File: src/gpc_pkg.sv
// constants for the single-pin control block and its register map
package gpc_pkg;

  // register indexes; byte address is four times the index
  localparam logic [15:0] GPC_IDX_CTRL = 16'h403d;
  localparam logic [15:0] GPC_IDX_STAT = 16'h4040;
  localparam logic [15:0] GPC_IDX_MASK = 16'h4041;
  localparam logic [15:0] GPC_IDX_DATA = 16'h4042;

  // control field positions
  localparam int GPC_B_DIR   = 15;
  localparam int GPC_B_PULLH = 14;
  localparam int GPC_B_PULLL = 13;
  localparam int GPC_B_MODE  = 12;
  localparam int GPC_B_DOM   = 11;
  localparam int GPC_B_POL   = 10;
  localparam int GPC_B_OD    = 9;
  localparam int GPC_B_ENA   = 7;
  localparam int GPC_B_FNH   = 3;

  // writable bits of the control word and its reset value
  localparam logic [15:0] GPC_CTRL_WMASK = 16'hfe8f;
  localparam logic [15:0] GPC_CTRL_RST   = 16'ha400;

  // pull codes
  localparam logic [1:0] GPC_PULL_NONE = 2'h0;
  localparam logic [1:0] GPC_PULL_DOWN = 2'h1;
  localparam logic [1:0] GPC_PULL_UP   = 2'h2;

  // data register fields
  localparam int GPC_D_OUT = 0;
  localparam int GPC_D_IN  = 1;

  // input function codes with long debounce
  localparam logic [3:0] GPC_FN_GPIN_LONG = 4'h0;
  localparam logic [3:0] GPC_FN_SLWK_LONG = 4'h4;
  localparam logic [3:0] GPC_FN_CTL1_LONG = 4'he;
  localparam logic [3:0] GPC_FN_CTL2_LONG = 4'hf;

endpackage : gpc_pkg

File: src/gpc_pin_control.sv
// one general-purpose pin: control register, function routing, edge interrupt
//
// Implementation choice: the APB interface to the registers.
`timescale 1ns/10ps
module gpc_pin_control #(
  parameter int ADDR_W = 18
) (
  input  wire logic              pclk,
  input  wire logic              presetn,
  input  wire logic              psel,
  input  wire logic              penable,
  input  wire logic              pwrite,
  input  wire logic [ADDR_W-1:0] paddr,
  input  wire logic [31:0]       pwdata,
  output logic      [31:0]       prdata,
  output logic                   pready,
  output logic                   pslverr,
  output logic                   irq,
  input  wire logic              pin_in,
  output logic                   pin_out,
  output logic                   pin_oe,
  output logic                   pull_up_en,
  output logic                   pull_down_en,
  output logic                   supply_sel_system,
  output logic                   long_debounce,
  output logic      [15:0]       input_function_level,
  input  wire logic              osc_32k,
  input  wire logic              on_state,
  input  wire logic              sleep_state,
  input  wire logic              power_state_change,
  input  wire logic              pen_down,
  input  wire logic              conversion_done,
  input  wire logic              scaling_done_one,
  input  wire logic              scaling_done_two,
  input  wire logic              ext_power_enable_one,
  input  wire logic              ext_power_enable_two,
  input  wire logic              system_supply_good,
  input  wire logic              converter_power_good,
  input  wire logic              ext_power_clock,
  input  wire logic              aux_reset
);
  import gpc_pkg::*;

  logic [15:0] ctrl_q;
  logic        stat_q;
  logic        mask_q;
  logic        out_val_q;
  logic        pin_prev_q;
  logic        pready_q;
  logic [31:0] prdata_q;
  logic        pslverr_q;
  logic        irq_q;
  logic        pin_out_q;
  logic        pin_oe_q;
  logic        pull_up_q;
  logic        pull_dn_q;
  logic        dom_q;
  logic        long_db_q;
  logic [15:0] in_fn_q;

  // register index of a byte address; low two bits ignored
  function automatic logic [15:0] reg_index(input logic [ADDR_W-1:0] a);
    reg_index = 16'(a >> 2);
  endfunction

  // input codes whose debounce is the long one
  function automatic logic is_long(input logic [3:0] fn);
    case (fn)
      GPC_FN_GPIN_LONG: is_long = 1'b1;
      GPC_FN_SLWK_LONG: is_long = 1'b1;
      GPC_FN_CTL1_LONG: is_long = 1'b1;
      GPC_FN_CTL2_LONG: is_long = 1'b1;
      default:          is_long = 1'b0;
    endcase
  endfunction

  // pull code to {up, down}; the reserved code applies neither
  function automatic logic [1:0] pull_decode(input logic [1:0] code);
    case (code)
      GPC_PULL_UP:   pull_decode = 2'b10;
      GPC_PULL_DOWN: pull_decode = 2'b01;
      GPC_PULL_NONE: pull_decode = 2'b00;
      default:       pull_decode = 2'b00;
    endcase
  endfunction

  // register index that the block answers to
  function automatic logic is_mapped(input logic [15:0] i);
    case (i)
      GPC_IDX_CTRL: is_mapped = 1'b1;
      GPC_IDX_STAT: is_mapped = 1'b1;
      GPC_IDX_MASK: is_mapped = 1'b1;
      GPC_IDX_DATA: is_mapped = 1'b1;
      default:      is_mapped = 1'b0;
    endcase
  endfunction

  // control fields
  logic       dir_in;
  logic [1:0] pull;
  logic       both_edges;
  logic       pol_high;
  logic       open_drain;
  logic       enabled;
  logic [3:0] fn;
  assign dir_in     = ctrl_q[GPC_B_DIR];
  assign pull       = ctrl_q[GPC_B_PULLH:GPC_B_PULLL];
  assign both_edges = ctrl_q[GPC_B_MODE];
  assign pol_high   = ctrl_q[GPC_B_POL];
  assign open_drain = ctrl_q[GPC_B_OD];
  assign enabled    = ctrl_q[GPC_B_ENA];
  assign fn         = ctrl_q[GPC_B_FNH:0];

  // bus decode; first access cycle answers next cycle, one wait state always
  logic        acc;
  logic        wr_ok;
  logic [15:0] idx;
  logic        mapped;
  assign acc    = psel && penable && !pready_q;
  assign wr_ok  = psel && penable && pready_q && pwrite && !pslverr_q;
  assign idx    = reg_index(paddr);
  assign mapped = is_mapped(idx);

  // one strobe per register, shared by every write path below
  logic wr_ctrl;
  logic wr_stat;
  logic wr_mask;
  logic wr_data;
  assign wr_ctrl = wr_ok && (idx == GPC_IDX_CTRL);
  assign wr_stat = wr_ok && (idx == GPC_IDX_STAT);
  assign wr_mask = wr_ok && (idx == GPC_IDX_MASK);
  assign wr_data = wr_ok && (idx == GPC_IDX_DATA);

  // read word of the addressed register; unmapped reads zero
  logic [31:0] rd_word;
  always_comb begin
    rd_word = 32'h0000_0000;
    case (idx)
      GPC_IDX_CTRL: rd_word = {16'h0000, ctrl_q};
      GPC_IDX_STAT: rd_word = {31'h0000_0000, stat_q};
      GPC_IDX_MASK: rd_word = {31'h0000_0000, mask_q};
      GPC_IDX_DATA: rd_word = {30'h0000_0000, pin_in, out_val_q};
      default:      rd_word = 32'h0000_0000;
    endcase
  end

  // ready pulses once, in the second access cycle
  always_ff @(posedge pclk or negedge presetn) begin
    if (!presetn) begin
      pready_q <= 1'b0;
    end else begin
      pready_q <= acc;
    end
  end

  // error travels with ready so the master sees both at one edge
  always_ff @(posedge pclk or negedge presetn) begin
    if (!presetn) begin
      pslverr_q <= 1'b0;
    end else begin
      pslverr_q <= acc && !mapped;
    end
  end

  // read data captured with ready, held until the next read
  always_ff @(posedge pclk or negedge presetn) begin
    if (!presetn) begin
      prdata_q <= 32'h0000_0000;
    end else if (acc && !pwrite) begin
      prdata_q <= rd_word;
    end
  end

  // control register; reserved bits stay zero
  always_ff @(posedge pclk or negedge presetn) begin
    if (!presetn) begin
      ctrl_q <= GPC_CTRL_RST;
    end else if (wr_ctrl) begin
      ctrl_q <= pwdata[15:0] & GPC_CTRL_WMASK;
    end
  end

  // interrupt mask, one bit
  always_ff @(posedge pclk or negedge presetn) begin
    if (!presetn) begin
      mask_q <= 1'b0;
    end else if (wr_mask) begin
      mask_q <= pwdata[0];
    end
  end

  // value driven for the plain output function
  always_ff @(posedge pclk or negedge presetn) begin
    if (!presetn) begin
      out_val_q <= 1'b0;
    end else if (wr_data) begin
      out_val_q <= pwdata[GPC_D_OUT];
    end
  end

  // edge detect on the raw pin; inputs are already synchronous
  logic rise;
  logic fall;
  logic edge_evt;
  assign rise = pin_in && !pin_prev_q;
  assign fall = !pin_in && pin_prev_q;

  // edge qualifier per interrupt mode; output pins never raise events
  always_comb begin
    edge_evt = 1'b0;
    if (dir_in && enabled) begin
      case (both_edges)
        1'b1:    edge_evt = rise || fall;
        1'b0:    edge_evt = pol_high ? rise : fall;
        default: edge_evt = 1'b0;
      endcase
    end
  end

  // previous pin sample; resets to the pulled-down idle level

  always_ff @(posedge pclk or negedge presetn) begin
    if (!presetn) pin_prev_q <= 1'b0;
    else          pin_prev_q <= pin_in;
  end

  // sticky status, write one to clear; a new edge wins over the clear
  always_ff @(posedge pclk or negedge presetn) begin
    if (!presetn) begin
      stat_q <= 1'b0;
    end else if (edge_evt) begin
      stat_q <= 1'b1;
    end else if (wr_stat && pwdata[0]) begin
      stat_q <= 1'b0;
    end
  end

  // level interrupt; one cycle behind the status bit
  always_ff @(posedge pclk or negedge presetn) begin
    if (!presetn) irq_q <= 1'b0;
    else          irq_q <= stat_q && mask_q;
  end

  // output source chosen by function code; reserved code selects low, before polarity
  logic lvl;
  logic phys;
  always_comb begin
    lvl = 1'b0;
    case (fn)
      4'h0:    lvl = out_val_q;
      4'h1:    lvl = osc_32k;
      4'h2:    lvl = on_state;
      4'h3:    lvl = sleep_state;
      4'h4:    lvl = power_state_change;
      4'h5:    lvl = 1'b0;
      4'h6:    lvl = pen_down;
      4'h7:    lvl = conversion_done;
      4'h8:    lvl = scaling_done_one;
      4'h9:    lvl = scaling_done_two;
      4'ha:    lvl = ext_power_enable_one;
      4'hb:    lvl = ext_power_enable_two;
      4'hc:    lvl = system_supply_good;
      4'hd:    lvl = converter_power_good;
      4'he:    lvl = ext_power_clock;
      4'hf:    lvl = aux_reset;
      default: lvl = 1'b0;
    endcase
  end

  // pin drive: polarity, then push-pull or open drain, then enable
  assign phys = pol_high ? lvl : !lvl;

  // driven level; open drain only ever pulls low, so it is zero
  always_ff @(posedge pclk or negedge presetn) begin
    if (!presetn) begin
      pin_out_q <= 1'b0;
    end else begin
      pin_out_q <= open_drain ? 1'b0 : phys;
    end
  end

  // output enable; open drain releases the pin for a high level
  always_ff @(posedge pclk or negedge presetn) begin
    if (!presetn) begin
      pin_oe_q <= 1'b0;
    end else begin
      pin_oe_q <= enabled && !dir_in &&
                  (open_drain ? !phys : 1'b1);
    end
  end

  // pull-up control; reserved pull code applies none
  always_ff @(posedge pclk or negedge presetn) begin
    if (!presetn) begin
      pull_up_q <= 1'b0;
    end else begin
      pull_up_q <= pull_decode(pull)[1];
    end
  end

  // pull-down control, on from reset so the pad does not float out of reset
  always_ff @(posedge pclk or negedge presetn) begin
    if (!presetn) begin
      pull_dn_q <= 1'b1;
    end else begin
      pull_dn_q <= pull_decode(pull)[0];
    end
  end

  // supply-domain select
  always_ff @(posedge pclk or negedge presetn) begin
    if (!presetn) begin
      dom_q <= 1'b0;
    end else begin
      dom_q <= ctrl_q[GPC_B_DOM];
    end
  end

  // input function routing: logical level lands on the selected code
  logic        in_lvl;
  logic [15:0] route;
  assign in_lvl = pol_high ? pin_in : !pin_in;
  genvar g;
  generate
    for (g = 0; g < 16; g++) begin : g_route
      assign route[g] = dir_in && enabled && (fn == 4'(g)) && in_lvl;
    end
  endgenerate

  // routed input levels, one flop per function code
  always_ff @(posedge pclk or negedge presetn) begin
    if (!presetn) begin
      in_fn_q <= 16'h0000;
    end else begin
      in_fn_q <= route;
    end
  end

  // debounce length request; code 0 after reset wants the long one
  always_ff @(posedge pclk or negedge presetn) begin
    if (!presetn) begin
      long_db_q <= 1'b1;
    end else begin
      long_db_q <= is_long(fn);
    end
  end

  // outputs straight from their flops

  assign prdata               = prdata_q;
  assign pready               = pready_q;
  assign pslverr              = pslverr_q;
  assign irq                  = irq_q;
  assign pin_out              = pin_out_q;
  assign pin_oe               = pin_oe_q;
  assign pull_up_en           = pull_up_q;
  assign pull_down_en         = pull_dn_q;
  assign supply_sel_system    = dom_q;
  assign long_debounce        = long_db_q;
  assign input_function_level = in_fn_q;

endmodule // gpc_pin_control

File: config.mk
export PLATFORM = sky130hd
export DESIGN_NAME = gpc_pin_control
export DESIGN_NICKNAME = d
export VERILOG_FILES = /design/src/gpc_pkg.sv /design/src/gpc_pin_control.sv
export SDC_FILE = /design/constraint.sdc
export NUM_CORES = 1
export LEC_CHECK = 0
export ABC_CLOCK_PERIOD_IN_PS = 3300
export BUFFER_PORTS_ARGS = -buffer_cell sky130_fd_sc_hd__buf_2
export CAP_MARGIN = 20
export CORE_MARGIN = 2
export CORE_UTILIZATION = 35
export CTS_CLUSTER_SIZE = 25
export DETAILED_ROUTE_END_ITERATION = 8
export PLACE_DENSITY = 0.7
export SYNTH_ARGS = -nofsm -noshare
export SYNTH_HDL_FRONTEND = slang
export SYNTH_SLANG_ARGS = --single-unit
File: constraint.sdc
create_clock -name pclk -period 3.3 [get_ports pclk]
set_input_delay 0.165 -clock pclk [delete_from_list [all_inputs] [get_ports pclk]]
set_output_delay 0.165 -clock pclk [all_outputs]
set_load 0.005 [all_outputs]
==> flow_summary.toml <==
[run_status]
status = "complete, no violations"

[hold_path]
min_from = "pin_in"
worstHoldPathCells = 1
hold_class = "in -> reg"

[placement]
portBuffers = 84
dp_worst_setup_slack_ns = 0.956
gp_congestion = 0.776
dp_hpwl_um = 4000

[synth]
yosys-top-cells-area = "dfrtp_1, buf_4, mux2_4, dfstp_2, a22o_1"
synthCells = 221
synth-edff-count = 0
ys_types = 45
yosys_warnings = 0
synthArstFlopShare_pct = 100
synth_area_um2 = 2520
ys_seq_area_share_pct = 52.9
ys_ff_latch = 53
synth_top_area_cell = "dfrtp_1"
synth.avg_cell_area_um2 = 11.4
synth_top_area_share_pct = 47.7
yosys_most_used_dff = "dfrtp_1"

[sta]
finalHoldViolCount = 0
rsz0062_at_grt = "no"
fin_ws_ns = 1.23
worst_pin_slew_ns = 0.741
setup_viol = 0
fin_crit_ns = 2.07
setup_tns_ns = 0
max_freq_ghz = 0.482
drv_slew = 0
maxSlewHeadroom_pct = 50.2
post-route-period-util_pct = 62.9
skew_ns = 0.0133

[worst_setup_path]
critical_path_peak_fanout = 18
crit_path_end_kind = "flip-flop"
crit_path_start_kind = "flip-flop"
path_class = "reg -> reg"
reg2reg_depth = 5
worstPathRequired_ns = 3.50
cp_slowest_cell = "dfrtp_1"
crit_path_max_incr_delay_ns = 0.60
path_cells = "or3_1 -> o211ai_1 -> a32oi_1 -> a31oi_1 -> mux2_2"
worstPathArrival_ns = 2.27
timing.rr.start = "ctrl_q[1]"
startpoint = "ctrl_q[1]"

[routing]
drc = 0
routed_wl_um = 5540
ant_nets = 0
wire_per_inst_um = 13.8
initialDrtViolationCount = 54
drt-pass1-iter-count = 4
vias_per_cell = 4.66
num_vias = 1870

[clock_tree]
cts_made_buffers = 5
cts_setup_buffers = 0
clock-sinks = 53
clkLatencyLatePin_ns = 0.31
cts.path.max_buffers = 2
path_clk_slew_ns = 0.10
cts_tree = "yes"
root_buffer = "clkbuf_8"
cts_htree_levels = 2

[finish]
area_growth_pct = 21.8
antennaDiodeCount = 0
fin_nets = 376
drive_gt1_share_pct = 39.3

[floorplanning]
dieArea_um2 = 7890
fp.coreArea_um2 = 6870
die_x_um = 88.9
rows = 30
start_util_pct = 36.7
dieHeight_um = 88.9
ioPinCount = 127

[job]
drv_cap = 0

[global_routing]
antenna_found_initial = 0
grt_use_total_pct = 13.9
grt_use_met2_pct = 23.1
use_met1_pct = 18.5
busiest_layer = "met2"
grt_max_degree = 50
grt_pass1_vias = 1768
grt_pass1_wl_um = 8500
grt-ovfl-total = 0
met3_usage_pct = 3.54

[pwr]
p_leak_nw = 1.58
power_mw = 1.11
ir_worst_vdd_uv = 180
powerDensity_nw_per_um2 = 362
==> stage by stage <==
stage | area, um^2 | std cells | utilization, % | hold WS [ns]
global route | 3070 | 401 | 44.7 | 0.0381
global placement | 2940 | 391 | 42.9 | 0.365
floorplan | 2590 | 240 | - | -0.131
finish | 3070 | 401 | 44.7 | 0.0486
detailed placement | 2940 | 391 | 42.9 | 0.367
CTS | 3040 | 399 | 44.2 | 0.0327
==> layer usage <==
metal / share of wire, % / routed length, um
met2: 48 / 2670
met3: 6.6 / 366
met5: 0 / 0
met1: 45 / 2490
met4: 0.14 / 8
==> power breakdown <==
part | switching (mW) | internal [mW]
Sequential | 0.00137 | 0.651
Combinational | 0.0414 | 0.0319
Clock | 0.228 | 0.158
==> synthesized netlist by cell type (5+ instances only) <==
library cell,instances
clkbuf_1,7
o21ai_0,5
nor2_1,19
dfrtp_1,48
mux2_2,5
nand2_1,13
inv_1,5
buf_4,20
dfstp_2,5
nor2b_1,6
nor3_1,7
nand4_1,5
a22o_1,10
mux2_4,10
==> cell families (layout without fill, tap and decap cells) <==
| logic type | count (synthesis) | in the layout | synth area share [%] |
|---|---|---|---|
| multiplexers | 18 | 18 | 9.38 |
| other | 1 | 20 | 0.149 |
| flip-flops | 53 | 53 | 52.9 |
| buffers and inverters | 35 | 100 | 8.49 |
| AND/OR/NAND/NOR | 81 | 81 | 18.7 |
| AO/OA/AOI/OAI | 30 | 30 | 9.09 |
| adder cells (fa/ha/maj) | 2 | 2 | 0.993 |
| XOR/XNOR | 1 | 1 | 0.348 |
==> final cells by class <==
class / count / area, um^2
fillers: 646 / 3800
clock inverters: 3 / 26.3
multi-input cells: 152 / 1040
clock buffers: 5 / 68.8
inverters: 5 / 18.8
well taps: 96 / 120
flip-flops and latches: 53 / 1330
repair buffers: 87 / 458
==> registers in the layout (all words and copies together) (netlist names) <==
name and flops:
input_function_level 16, ctrl_q 12, prdata 12, irq 1, long_debounce 1, mask_q 1
out_val_q 1, pin_oe 1, pin_out 1, pin_prev_q 1, pready 1, pslverr 1
pull_down_en 1, pull_up_en 1, stat_q 1, supply_sel_system 1
==> path summary, 6_finish.rpt <==
| path | slack (ns) | endpoint |
|---|---|---|
| worst max register to register | 1.23 | pin_out |
| worst max-delay path | 1.23 | pin_out |
| worst min-delay path | 0.05 | pin_prev_q |
| max in group asynchronous | 2.33 | ctrl_q[10] |
| min in group asynchronous | 0.25 | input_function_level[0] |
| worst min register to register | 0.41 | supply_sel_system |
==> worst max-delay path: cells and delay by family, from the launching register on <==
| kind | cells | cell delay (ns) |
|---|---|---|
| AO/OA/AOI/OAI | 3 | 0.52 |
| flip-flops | 1 | 0.60 |
| AND/OR/NAND/NOR | 1 | 0.50 |
| multiplexers | 1 | 0.36 |
==> timing repair <==
item / in CTS / in global routing
hold endpoints to repair: 0 / 10
hold buffers: 0 / 1
gates resized for setup: 0 / 0
==> layout by cell type, fill, tap and decap left out, types with 3 or more instances in the layout <==
cell type / synthesis / layout
nand2b_1: 4 / 4
conb_1: 1 / 20
mux2_2: 5 / 5
dfrtp_1: 48 / 48
nor2_1: 19 / 19
nand3_1: 4 / 4
nand4b_1: 3 / 3
a22o_1: 10 / 10
dfstp_2: 5 / 5
o21ai_0: 5 / 5
nor3_1: 7 / 7
mux2i_1: 3 / 3
nor3b_1: 3 / 3
nor2b_1: 6 / 6
buf_2: 0 / 84
clkbuf_8: 0 / 5
inv_6: 0 / 3
mux2_4: 10 / 10
inv_1: 5 / 5
nand2_1: 13 / 13
nand3b_1: 4 / 4
nand4_1: 5 / 5
or3_1: 4 / 4
Power figures use the tool's default switching activity.
